--- src/shared/hdca_pkg.sv ---
package hdca_pkg;

    // ----------------------------------------------------------------
    // Field layout of the processor data word
    // ----------------------------------------------------------------
    localparam int          HDCA_DW          = 16;
    localparam int          HDCA_SUBADR_LSB  = 12;   // accumulator bits 0..3 (bit 0 is MSB)
    localparam int          HDCA_SUBADR_W    = 4;
    localparam int          HDCA_LEN_W       = 12;   // accumulator bits 4..15
    localparam int          HDCA_ERR_W       = 6;    // data bits 10..15
    localparam int          HDCA_CNT_W       = 17;   // up to 65536 words

    // ----------------------------------------------------------------
    // Counting constants and reset values
    // ----------------------------------------------------------------
    localparam int          HDCA_WORDS_PER_SUB = 16;
    localparam int          HDCA_SECTOR_WORDS  = 256;
    localparam logic [15:0] HDCA_ADDR_RST      = 16'h0000;
    localparam logic [15:0] HDCA_ZERO_WORD     = 16'h0000;

    // Device code returned on interrupt acknowledge; value is arbitrary.
    localparam logic [15:0] HDCA_DEV_CODE_DEF  = 16'h0015;

    // ----------------------------------------------------------------
    // Data channel states
    // ----------------------------------------------------------------
    typedef enum logic [2:0] {
        HDCA_CH_IDLE = 3'b001,
        HDCA_CH_REQ  = 3'b010,
        HDCA_CH_SEL  = 3'b100
    } hdca_ch_state_t;

    // Processor order of bits: accumulator bit n sits at vector bit 15-n.
    function automatic logic [HDCA_LEN_W-1:0] hdca_len_field(input logic [15:0] w);
        return w[HDCA_LEN_W-1:0];
    endfunction : hdca_len_field

endpackage : hdca_pkg

--- src/hdl/hdca_word_counter.sv ---
`timescale 1ns/1ps
module hdca_word_counter
    import hdca_pkg::*;
#(
    parameter int CNT_W = HDCA_CNT_W
) (
    input  wire logic                  i_clk,          // System clock.
    input  wire logic                  i_arst_n,       // Asynchronous reset.
    input  wire logic                  i_clear,        // Start: clear all stages.
    input  wire logic                  i_load,         // Length load strobe.
    input  wire logic [HDCA_LEN_W-1:0] i_len,          // Length in subsectors.
    input  wire logic                  i_advance,      // Address gate pulse.
    output logic                       o_end           // End-of-operation flag.
);

    logic [CNT_W-1:0] count_r;
    logic [CNT_W-1:0] count_nxt;
    logic [CNT_W-1:0] limit_r;
    logic [CNT_W-1:0] limit_nxt;
    logic             end_r;
    logic             end_nxt;

    always_comb begin
        count_nxt = count_r;
        limit_nxt = limit_r;
        end_nxt   = end_r;
        if (i_clear) begin
            count_nxt = '0;
            limit_nxt = CNT_W'(HDCA_SECTOR_WORDS);
            end_nxt   = 1'b0;
        end else begin
            if (i_load) begin
                if (i_len == '0) begin
                    limit_nxt = CNT_W'(4096 * HDCA_WORDS_PER_SUB);
                end else begin
                    limit_nxt = CNT_W'(i_len) * CNT_W'(HDCA_WORDS_PER_SUB);
                end
            end
            if (i_advance && !end_r) begin
                count_nxt = count_r + CNT_W'(1);
                if (count_r + CNT_W'(1) == limit_r) begin
                    end_nxt = 1'b1;
                end
            end
        end
    end

    always_ff @(posedge i_clk or negedge i_arst_n) begin
        if (!i_arst_n) begin
            count_r <= '0;
            limit_r <= CNT_W'(HDCA_SECTOR_WORDS);
            end_r   <= 1'b0;
        end else begin
            count_r <= count_nxt;
            limit_r <= limit_nxt;
            end_r   <= end_nxt;
        end
    end

    assign o_end = end_r;

endmodule : hdca_word_counter

--- src/hdl/hdca_adapter.sv ---
`timescale 1ns/1ps
// How it works
// - Length instruction bits 0-3 give subsector address
// - Bits 4-15 load subsector length counter
// - Start or pulse strobe clears counter
// - Length data strobe makes load strobe
// - Length 1..4096 subsectors, zero means 4096
// - Address gate advances counter, sets end
// - Without length instruction, count 256 words
// - Unit/track instruction passes data to formatter
// - Address instruction loads inverted data lines
// - Write data inverted toward formatter
// - First address gate drives initial address
// - Address input returns address register
// - Read data inverted onto data lines
// - Status input returns error bits 10-15
// - Interrupt acknowledge drives device code
// - Request flag set on request enable
// - Priority passes through unless requesting
// - Acknowledge with priority sets select, gate
// - Read asserts channel mode line
// - Address gate presets busy flag
// - Channel strobes become formatter pulses
// - Busy write enables data register transfer
// - Busy address input returns zeros
// - Falling out strobe clears busy
// - I/O reset clears address register
module hdca_adapter
    import hdca_pkg::*;
#(
    parameter logic [15:0] DEV_CODE = HDCA_DEV_CODE_DEF
) (
    input  wire logic                     I_CLK,          // 25 MHz clock.
    input  wire logic                     I_ARST_N,       // Async reset, active low.
    input  wire logic [HDCA_DW-1:0]       I_DATA,         // Processor data lines in.
    output logic      [HDCA_DW-1:0]       O_DATA,         // Processor data lines out.
    output logic                          O_DATA_OE,      // Drives data lines.
    input  wire logic                     I_UNIT_TRACK_OUTPUT_INSTR, // Unit/track out.
    input  wire logic                     I_ADDRESS_OUTPUT_INSTR,    // Address out.
    input  wire logic                     I_LENGTH_DATA_STROBE,      // Length out.
    input  wire logic                     I_STATUS_INPUT_INSTR,      // Status in.
    input  wire logic                     I_ADDRESS_INPUT_INSTR,     // Address in.
    input  wire logic                     I_HOST_START_STROBE,       // Start.
    input  wire logic                     I_HOST_PULSE_STROBE,       // Pulse.
    input  wire logic                     I_IO_RESET_PULSE,          // I/O reset.
    input  wire logic                     I_INT_ACK,                 // Interrupt ack.
    input  wire logic                     I_INT_PENDING,             // Int request held.
    input  wire logic                     I_INT_PRIORITY_IN,         // Int priority in.
    input  wire logic                     I_REQUEST_ENABLE_STROBE,   // Request enable.
    input  wire logic                     I_CHANNEL_PRIORITY_IN,     // Chan priority in.
    input  wire logic                     I_CHANNEL_ACKNOWLEDGE,     // Chan acknowledge.
    input  wire logic                     I_CHANNEL_IN_STROBE,       // Chan in strobe.
    input  wire logic                     I_CHANNEL_OUT_STROBE,      // Chan out strobe.
    input  wire logic                     I_WRITE_OPERATION_FLAG,    // Write op.
    input  wire logic                     I_READ_OPERATION_FLAG,     // Read op.
    input  wire logic                     I_DATA_REGISTER_READY,     // Data reg ready.
    input  wire logic [HDCA_DW-1:0]       I_FMT_DATA,     // Formatter read data.
    input  wire logic [HDCA_ERR_W-1:0]    I_FMT_ERROR,    // Formatter error register.
    output logic      [HDCA_DW-1:0]       O_FMT_BUS,      // Common bus to formatter.
    output logic                          O_UNIT_TRACK_LOAD,    // Unit/track load.
    output logic                          O_SUBSECTOR_ADDR_LOAD,// Subsector addr load.
    output logic      [HDCA_SUBADR_W-1:0] O_SUBSECTOR_ADDR,     // Subsector address.
    output logic                          O_DATA_XFER_EN,       // Write data enable.
    output logic                          O_REGISTER_SET_PULSE, // Write strobe.
    output logic                          O_READ_DATA_AVAILABLE,// Read strobe.
    output logic                          O_STATUS_READ_STROBE, // Status strobe.
    output logic                          O_CHANNEL_REQUEST_LINE,  // Channel request.
    output logic                          O_CHANNEL_PRIORITY_OUT,  // Priority out.
    output logic                          O_CHANNEL_MODE_LINE,     // Data-in mode.
    output logic                          O_CHANNEL_BUSY,          // Busy.
    output logic                          O_ADDRESS_GATE_PULSE,    // Address gate.
    output logic                          O_LENGTH_LOADED_FLAG,    // Length loaded.
    output logic                          O_END_OF_OPERATION,      // End flag.
    output logic      [HDCA_DW-1:0]       O_MEMORY_ADDRESS         // Address register.
);

    // ----------------------------------------------------------------
    // Input synchronisers
    // ----------------------------------------------------------------
    localparam int NSYNC = 20;

    logic [NSYNC-1:0]   sy1_r;
    logic [NSYNC-1:0]   sy2_r;
    logic [NSYNC-1:0]   sy3_r;
    logic [HDCA_DW-1:0] dat1_r;
    logic [HDCA_DW-1:0] dat2_r;
    logic [HDCA_DW-1:0] fd1_r;
    logic [HDCA_DW-1:0] fd2_r;
    logic [HDCA_ERR_W-1:0] fe1_r;
    logic [HDCA_ERR_W-1:0] fe2_r;
    logic [NSYNC-1:0]   sy_raw;

    assign sy_raw = {I_UNIT_TRACK_OUTPUT_INSTR, I_ADDRESS_OUTPUT_INSTR, I_LENGTH_DATA_STROBE,
                     I_STATUS_INPUT_INSTR, I_ADDRESS_INPUT_INSTR, I_HOST_START_STROBE,
                     I_HOST_PULSE_STROBE, I_IO_RESET_PULSE, I_INT_ACK, I_INT_PENDING,
                     I_INT_PRIORITY_IN, I_REQUEST_ENABLE_STROBE, I_CHANNEL_PRIORITY_IN,
                     I_CHANNEL_ACKNOWLEDGE, I_CHANNEL_IN_STROBE, I_CHANNEL_OUT_STROBE,
                     I_WRITE_OPERATION_FLAG, I_READ_OPERATION_FLAG, I_DATA_REGISTER_READY,
                     1'b0};

    always_ff @(posedge I_CLK or negedge I_ARST_N) begin
        if (!I_ARST_N) begin
            sy1_r  <= '0;
            sy2_r  <= '0;
            sy3_r  <= '0;
            dat1_r <= '0;
            dat2_r <= '0;
            fd1_r  <= '0;
            fd2_r  <= '0;
            fe1_r  <= '0;
            fe2_r  <= '0;
        end else begin
            sy1_r  <= sy_raw;
            sy2_r  <= sy1_r;
            sy3_r  <= sy2_r;
            dat1_r <= I_DATA;
            dat2_r <= dat1_r;
            fd1_r  <= I_FMT_DATA;
            fd2_r  <= fd1_r;
            fe1_r  <= I_FMT_ERROR;
            fe2_r  <= fe1_r;
        end
    end

    // Levels after synchronising, and rising edges of the strobes.
    logic [NSYNC-1:0] rise;
    logic [NSYNC-1:0] fall;
    assign rise = sy2_r & ~sy3_r;
    assign fall = ~sy2_r & sy3_r;

    logic utk_p, adr_p, len_p, sti_lv, adi_p, start_p, ioreset_p, iack_lv, ipend_lv;
    logic ipri_lv, rqen_p, cpri_lv, cack_p, cin_p, cout_p, cout_f, write_operation_flag_lv, read_operation_flag_lv, drr_lv;
    assign utk_p     = rise[19];
    assign adr_p     = rise[18];
    assign len_p     = rise[17];
    assign sti_lv    = sy2_r[16];
    assign adi_p     = rise[15];
    assign start_p   = rise[14] | rise[13];
    assign ioreset_p = rise[12];
    assign iack_lv   = sy2_r[11];
    assign ipend_lv  = sy2_r[10];
    assign ipri_lv   = sy2_r[9];
    assign rqen_p    = rise[8];
    assign cpri_lv   = sy2_r[7];
    assign cack_p    = rise[6];
    assign cin_p     = rise[5];
    assign cout_p    = rise[4];
    assign cout_f    = fall[4];
    assign write_operation_flag_lv   = sy2_r[3];
    assign read_operation_flag_lv   = sy2_r[2];
    assign drr_lv    = sy2_r[1];

    // ----------------------------------------------------------------
    // Data channel handshake
    // ----------------------------------------------------------------
    hdca_ch_state_t st_r, st_nxt;
    logic busy_r, busy_nxt;
    logic first_r, first_nxt;
    logic [HDCA_DW-1:0] maddr_r, maddr_nxt;
    logic adg;
    logic end_flag;

    always_comb begin
        st_nxt = st_r;
        adg    = 1'b0;
        unique case (st_r)
            HDCA_CH_IDLE: begin
                if (rqen_p && (write_operation_flag_lv || read_operation_flag_lv) && drr_lv && !busy_r && !end_flag) begin
                    st_nxt = HDCA_CH_REQ;
                end
            end
            HDCA_CH_REQ: begin
                if (cack_p && cpri_lv) begin
                    st_nxt = HDCA_CH_SEL;
                    adg    = 1'b1;
                end
            end
            HDCA_CH_SEL: begin
                if (!busy_r) begin
                    st_nxt = HDCA_CH_IDLE;
                end
            end
        endcase
        if (start_p) begin
            st_nxt = HDCA_CH_IDLE;
        end
    end

    always_comb begin
        busy_nxt = busy_r;
        if (adg) begin
            busy_nxt = 1'b1;
        end else if ((cout_f && write_operation_flag_lv) || (cin_p && read_operation_flag_lv)) begin
            busy_nxt = 1'b0;
        end
        first_nxt = first_r;
        maddr_nxt = maddr_r;
        if (ioreset_p) begin
            maddr_nxt = HDCA_ADDR_RST;
            first_nxt = 1'b0;
        end else if (adr_p) begin
            maddr_nxt = ~dat2_r;
            first_nxt = 1'b1;
        end else if (adg) begin
            maddr_nxt = maddr_r + 16'h0001;
            first_nxt = 1'b0;
        end
    end

    always_ff @(posedge I_CLK or negedge I_ARST_N) begin
        if (!I_ARST_N) begin
            st_r    <= HDCA_CH_IDLE;
            busy_r  <= 1'b0;
            first_r <= 1'b0;
            maddr_r <= HDCA_ADDR_RST;
        end else begin
            st_r    <= st_nxt;
            busy_r  <= busy_nxt;
            first_r <= first_nxt;
            maddr_r <= maddr_nxt;
        end
    end

    assign O_CHANNEL_REQUEST_LINE = (st_r == HDCA_CH_REQ);
    assign O_CHANNEL_PRIORITY_OUT = cpri_lv && (st_r != HDCA_CH_REQ);
    assign O_CHANNEL_MODE_LINE    = (st_r == HDCA_CH_SEL) && read_operation_flag_lv;
    assign O_CHANNEL_BUSY         = busy_r;
    assign O_ADDRESS_GATE_PULSE   = adg;
    assign O_MEMORY_ADDRESS       = maddr_r;
    assign O_REGISTER_SET_PULSE   = busy_r && cout_p;
    assign O_READ_DATA_AVAILABLE  = busy_r && cin_p;
    assign O_STATUS_READ_STROBE   = sti_lv;
    assign O_DATA_XFER_EN         = busy_r && write_operation_flag_lv;

    // ----------------------------------------------------------------
    // Word transfer counter
    // ----------------------------------------------------------------
    logic lenld_r, lenld_nxt;

    always_comb begin
        lenld_nxt = lenld_r;
        if (len_p) begin
            lenld_nxt = 1'b1;
        end else if (start_p) begin
            lenld_nxt = 1'b0;
        end
    end

    always_ff @(posedge I_CLK or negedge I_ARST_N) begin
        if (!I_ARST_N) begin
            lenld_r <= 1'b0;
        end else begin
            lenld_r <= lenld_nxt;
        end
    end

    assign O_LENGTH_LOADED_FLAG = lenld_r;

    hdca_word_counter #(
        .CNT_W (HDCA_CNT_W)
    ) u_cnt (
        .i_clk     (I_CLK),
        .i_arst_n  (I_ARST_N),
        .i_clear   (start_p),
        .i_load    (len_p),
        .i_len     (hdca_len_field(~dat2_r)),
        .i_advance (adg),
        .o_end     (end_flag)
    );

    assign O_END_OF_OPERATION = end_flag;

    // ----------------------------------------------------------------
    // Formatter bus and processor data return
    // ----------------------------------------------------------------
    logic [HDCA_DW-1:0] fbus_r, fbus_nxt;
    logic               utl_r, utl_nxt, sal_r, sal_nxt;
    logic [HDCA_DW-1:0] dout_r, dout_nxt;
    logic               doe_r, doe_nxt;

    always_comb begin
        fbus_nxt = fbus_r;
        utl_nxt  = utk_p;
        sal_nxt  = len_p;
        if (utk_p) begin
            fbus_nxt = ~dat2_r;
        end else if (len_p) begin
            fbus_nxt = ~dat2_r;
        end else if (busy_r && write_operation_flag_lv) begin
            fbus_nxt = ~dat2_r;
        end
        dout_nxt = HDCA_ZERO_WORD;
        doe_nxt  = 1'b1;
        if (iack_lv && ipend_lv && ipri_lv) begin
            dout_nxt = DEV_CODE;
        end else if (adi_p) begin
            dout_nxt = busy_r ? HDCA_ZERO_WORD : maddr_r;
        end else if (adg && first_r) begin
            dout_nxt = maddr_r;
        end else if (cin_p && busy_r && read_operation_flag_lv) begin
            dout_nxt = ~fd2_r;
        end else if (sti_lv) begin
            dout_nxt = {10'h000, ~fe2_r};
        end else begin
            doe_nxt  = 1'b0;
        end
    end

    always_ff @(posedge I_CLK or negedge I_ARST_N) begin
        if (!I_ARST_N) begin
            fbus_r <= '0;
            utl_r  <= 1'b0;
            sal_r  <= 1'b0;
            dout_r <= '0;
            doe_r  <= 1'b0;
        end else begin
            fbus_r <= fbus_nxt;
            utl_r  <= utl_nxt;
            sal_r  <= sal_nxt;
            dout_r <= dout_nxt;
            doe_r  <= doe_nxt;
        end
    end

    assign O_FMT_BUS             = fbus_r;
    assign O_UNIT_TRACK_LOAD     = utl_r;
    assign O_SUBSECTOR_ADDR_LOAD = sal_r;
    assign O_SUBSECTOR_ADDR      = fbus_r[HDCA_DW-1:HDCA_SUBADR_LSB];
    assign O_DATA                = dout_r;
    assign O_DATA_OE             = doe_r;

endmodule : hdca_adapter

--- config.mk ---
export PLATFORM = sky130hd
export DESIGN_NAME = hdca_adapter
export DESIGN_NICKNAME = d
export VERILOG_FILES = /design/src/shared/hdca_pkg.sv /design/src/hdl/hdca_word_counter.sv /design/src/hdl/hdca_adapter.sv
export SDC_FILE = /design/constraint.sdc
export NUM_CORES = 1
export LEC_CHECK = 0
export BUFFER_PORTS_ARGS = -buffer_cell sky130_fd_sc_hd__buf_2
export CAP_MARGIN = 5
export CELL_PAD_IN_SITES_DETAIL_PLACEMENT = 0
export CELL_PAD_IN_SITES_GLOBAL_PLACEMENT = 2
export CORE_ASPECT_RATIO = 0.75
export CORE_MARGIN = 5
export CORE_UTILIZATION = 40
export DETAILED_ROUTE_END_ITERATION = 10
export PLACE_DENSITY_LB_ADDON = 0.1
export SYNTH_ARGS = -nofsm -noshare
export SYNTH_HDL_FRONTEND = slang
export SYNTH_SLANG_ARGS = --single-unit
--- constraint.sdc ---
create_clock -name I_CLK -period 5.37 [get_ports I_CLK]
set_input_delay 0 -clock I_CLK [delete_from_list [all_inputs] [get_ports I_CLK]]
set_output_delay 0 -clock I_CLK [all_outputs]
set_load 0.02 [all_outputs]
After elaboration in Yosys (flattened, before gate mapping)

Index checks and enable logic that the tools add are counted.

Output and inout bits: 66
Register bits after elaboration: 225
Logic and storage cells: 109

Multiplexer cells: 39
Bitwise operators: 8
Add/subtract/negate cells: 2
Equality and inequality tests: 8
Reductions and logical operators: 30

Operators by type and width:

| operator                                              | number |
|---|---|
| 2-to-1 mux 16 bit                                     | 11 |
| 2-to-1 mux 17 bit                                     | 5 |
| NOT 16 bit                                            | 2 |
| AND 20 bit                                            | 1 |
| NOT 20 bit                                            | 1 |
| adder 17 x 1 -> 17 bit, second input constant         | 1 |
| == test 17 bit                                        | 1 |
| logical AND 1 bit                                     | 17 |
| 2-to-1 mux 1 bit                                      | 17 |
| adder 16 x 1 -> 16 bit, second input constant         | 1 |
| zero test 12 bit                                      | 1 |
| 2-to-1 mux 3 bit                                      | 4 |
| case mux 3 bit (3 select lines)                       | 1 |
| nonzero test 2 bit                                    | 4 |
| 2-to-1 mux 6 bit                                      | 1 |
| inequality test 3 bit, second input constant          | 2 |
| NOT 6 bit                                             | 1 |
| nonzero test 3 bit                                    | 2 |
| AND 5 bit                                             | 1 |
| NOT 5 bit                                             | 1 |
| == test 3 x 1 -> 1 bit, second input constant         | 1 |
| == test 3 x 2 -> 1 bit, second input constant         | 1 |
| == test 3 bit, second input constant                  | 1 |
| inequality test 3 x 1 -> 1 bit, second input constant | 1 |
| 6 further kinds                                       | 8 |

Logic depth before layout (Yosys ltp)

Word-level depth: 9
Gate-level depth with buffers: 10

Hierarchy

From an unflattened synthesis, not the netlist that was laid out.

Cells, all modules: 649
Area total of the unflattened synthesis: 7945.1 µm²

Modules (own cells, without submodules):

| module            | instances | sequential area each (µm²) | cells each | area each (µm²) |
|---|---|---|---|---|
| hdca_adapter      | 1         | 4555.6                     | 430        | 5992.0 |
| hdca_word_counter | 1         | 777.0                      | 219        | 1953.1 |

Least setup slack after synthesis

OpenSTA, ideal clock, no wires.

Kind: register to register
From: reg st_r[2]
To: reg dout_r[14] (netlist: O_DATA[14])
Buffers on the path: 2
Stages on the path, launching flop included: 11
Path slack: 3028 ps
Arrival time: 2211 ps
Clock period less this slack: 2342 ps
Cell sequence: dfrtp_1 -> or3b_2 -> inv_1 -> nand2_1 -> inv_1 -> a21o_1 -> buf_2 -> buf_2 -> nor3_1 -> a21oi_1 -> nor2_1

Word-level cells in the longest chain between the ends: 6

Ends and longest elaborated chain:

| element                    | RTL line            | RTL |
|---|---|---|
| start: declaration         | hdca_adapter.sv:156 | `hdca_ch_state_t st_r, st_nxt;` |
| start signal: assignment   | hdca_adapter.sv:217 | `st_r <= st_nxt;` |
| == test 3 x 2 -> 1 bit     | --                  |  |
| via O_CHANNEL_REQUEST_LINE | hdca_adapter.sv:67  | `output logic O_CHANNEL_REQUEST_LINE,` |
| 2-to-1 mux 1 bit           | hdca_adapter.sv:166 | `unique case (st_r)` |
| via O_ADDRESS_GATE_PULSE   | hdca_adapter.sv:71  | `output logic O_ADDRESS_GATE_PULSE,` |
| logical AND 1 bit          | hdca_adapter.sv:298 | `end else if (adg && first_r) begin` |
| 2-to-1 mux 16 bit          | hdca_adapter.sv:298 |  |
| 2-to-1 mux 16 bit          | hdca_adapter.sv:296 | `end else if (adi_p) begin` |
| 2-to-1 mux 16 bit          | hdca_adapter.sv:294 | `if (iack_lv && ipend_lv && ipri_lv) begin` |
| via dout_nxt[14]           | hdca_adapter.sv:278 | `logic [HDCA_DW-1:0] dout_r, dout_nxt;` |
| end signal: assignment     | hdca_adapter.sv:320 | `dout_r <= dout_nxt;` |
| end: declaration           | hdca_adapter.sv:278 |  |

The timed path passes the listed nets, and every way through them passes these cells.
A chain may end at the register's enable or synchronous reset.

Final worst setup path

From: reg st_r[2]
To: reg dout_r[1] (netlist: O_DATA[1])

Word-level cells in the longest chain between the ends: 6

Ends and longest elaborated chain:

| element                | RTL line |
|---|---|
| == test 3 x 2 -> 1 bit | hdca_adapter.sv:166 |
| 2-to-1 mux 1 bit       | hdca_adapter.sv:166 |
| logical AND 1 bit      | hdca_adapter.sv:298 |
| 2-to-1 mux 16 bit      | hdca_adapter.sv:298 |
| 2-to-1 mux 16 bit      | hdca_adapter.sv:296 |
| 2-to-1 mux 16 bit      | hdca_adapter.sv:294 |
| via dout_nxt[1]        | hdca_adapter.sv:278 |

The timed path passes the listed nets, and every way through them passes these cells.

==> summary.txt <==
Run status
  • Status: finished, final reports clean

Detailed routing
  • DRT iter0 DRCs: 344
  • Pre-antenna DRT Iters: 6
  • WL final: 18000 um
  • Antenna violation net count after detailed routing: 0
  • Residual DRC count: 0
  • Post-DR vias/cell: 4.86
  • Drt wl/cell: 16.6 um
  • Total number of vias: 5250

Yosys
  • Mapped Area: 0.00772 sq mm
  • Async SR Flop Fraction: 100%
  • Post-synth EDFFs: 0
  • Mapped Avg Cell Area: 12.1 sq um
  • Yosys warnings: 0
  • Number of synthesized register bits: 213
  • Synth unique cells: 51
  • Top-area cell type share of the netlist area: 68.4%
  • Gate count after technology mapping: 638
  • Top post-synthesis cells by area: dfrtp_1, nor2_1, a21oi_1, xnor2_1, xor2_1
  • Dominant cell type by area after synthesis: dfrtp_1
  • Post-synth top flop: dfrtp_1
  • Sequential-to-total area share from yosys stat: 69.0%
  • Mapped Nets: 700

Timing
  • Final Setup Violations: 0
  • Peak Freq: 393 MHz
  • Setup TNS: 0 ps
  • Post-route setup slack: 2830 ps
  • Crit path time final: 2540 ps
  • Min Hold Slack: 91.2 ps
  • Final period util: 47.3%
  • Slew Limit Headroom: 29.5%
  • Hold Vio Cnt, Final: 0
  • Max Slew Vio Count: 0
  • Final Skew: 9.72 ps
  • Least-Margin Pin Slew: 1050 ps
  • RSZ-0062 raised after global routing: no

Die
  • Die span in x: 170 um
  • Initial Util: 40.3%
  • Chip Height: 130 um
  • Core area: 0.0192 sq mm
  • # rows: 44
  • I/O pin count: 125
  • Die footprint: 0.0222 sq mm

Place
  • Detail Placement HPWL: 12300 um
  • GP Congestion: 0.865
  • Placement Setup Slack: 2860 ps
  • Placement Cell Area: 0.00855 sq mm
  • Port Buffers: 124

Setup path
  • R2R Path Start: st_r[2]
  • Critical path capture point type: flop
  • Crit Path Category: reg2reg
  • CP Max Fanout: 8
  • Type of origin of the critical path: flop
  • R2R setup slack: 2830 ps
  • Required time of the worst setup path: 5790 ps
  • R2r endpoint: O_DATA[1]
  • WP data arrival: 2970 ps
  • FF-to-FF path depth: 8

Global route
  • Number of global-route vias before repair: 5292
  • Largest net degree at the start of global routing: 92
  • Total gr overflow: 0
  • First-pass GRT wire length: 28600 um
  • Initial antenna violation count: 0
  • GRT Util Overall: 16.4%

Clock tree
  • Worst skew pair latency: 500 ps
  • CTS buffer count: 22
  • CTS Buffer Depth: 3
  • Clk Tree Root Cell: clkbuf_16
  • Post-CTS setup buffer count: 0
  • # clock sinks: 213
  • Post-cts gate resize count: 0
  • Clock-pin slew on the worst setup and hold paths: 60 ps
  • CTS tree: built
  • H-tree depth: 1
  • CTS hold repair buffers: 58

Finish
  • Ant. Diodes: 0
  • Share of cells above drive strength 1: 20.4%
  • Most common cell after layout, fill and taps aside: dfrtp_1
  • Fillers: 1725
  • Most frequent cells in the layout: dfrtp_1, buf_2, nor2_1
  • Area occupied by multi-input gates: 0.00220 sq mm
  • Post-route cell area: 0.00984 sq mm
  • Register area: 0.00533 sq mm
  • Nets@finish: 877
  • Layout area overhead: 27.4%

Power and ir drop
  • Total power: 0.00362 W
  • Leakage power: 4.55 nW
  • PwrDens: 368 mW/mm^2
  • Max VDD drop: 0.000192 V

Run
  • Max Cap Viol: 0

Min path
  • HP Class: in2async
## sequential cells by signal (all words and copies together), names as in the netlist, 3 cells and up
register,cells
sy1_r,19
st_r,3
dat1_r,16
O_DATA,16
O_MEMORY_ADDRESS,16
fd1_r,16
O_FMT_BUS,16
fe1_r,6
u_cnt.count_r,17
fd2_r,16
sy2_r,19
fe2_r,6
u_cnt.limit_r,13
sy3_r,11
dat2_r,16
## cell type report
type	instances	area share [%]
Tap cell	253	3.22
Multi-Input combinational cell	382	22.4
Inverter	9	0.343
Clock inverter	7	0.903
Timing Repair Buffer	187	12.7
Sequential cell	213	54.2
Clock buffer	30	6.32
## power by group
group	switching, W	leakage (nW)	internal, W
Clock	0.000587	0.352	0.000903
Combinational	0.000209	1.62	0.000136
Sequential	0.0000780	2.58	0.00171
## synth_stat cells (all sizes together) (6+ instances only)
master and count:
nand4 12, clkbuf 19, nor3 14, xnor2 23, dfrtp 211, a21o 8, nand3 18, buf 15
inv 9, a21oi 53, a211oi 11, nand3b 10, o21ai 13, nor2 98, nor2b 6, xor2 23
nand2 31
## metrics by stage
stage | util (%) | std cells
global placement | 44.6 | 986
global route | 51.4 | 1081
finish | 51.4 | 1081
CTS | 51.4 | 1081
floorplan | - | 638
detailed placement | 44.6 | 986
## critical path, cell delays in order (launching register included)
cell and delay (ps):
dfrtp_1 440, or3b_2 490, inv_1 140, nand2_1 200
inv_1 220, a21oi_2 150, a21oi_1 500, a22oi_1 180
nor2_1 130
## kinds of logic after synthesis
family	after synthesis	synth area share (%)
compound gates	103	8.10
fa+ha+maj	3	0.486
xor+xnor	46	5.22
buf+inv	43	2.53
mux	2	0.259
simple gates	228	14.4
flops	213	69.0
## per-layer routing
| layer | GRT usage, % | wire length (um) | up-vias |
|---|---|---|---|
| li1 | - | - | 2522 |
| met1 | 24.8 | 8610 | 2577 |
| met2 | 24.0 | 7920 | 122 |
| met3 | 3.09 | 935 | 29 |
| met4 | 5.21 | 484 | 0 |
| met5 | 0 | 0 | - |
## worst max path at each step
stage	end	cells after the start	start
after floorplan	O_DATA[14]	10	st_r[2]
after global placement	O_DATA[1]	8	st_r[2]
after detailed placement	O_DATA[11]	8	st_r[2]
after CTS	O_DATA[11]	8	st_r[2]
after global routing	O_FMT_BUS[15]	5	sy2_r[17]
final	O_DATA[1]	8	st_r[2]
Power figures use the tool's default switching activity.
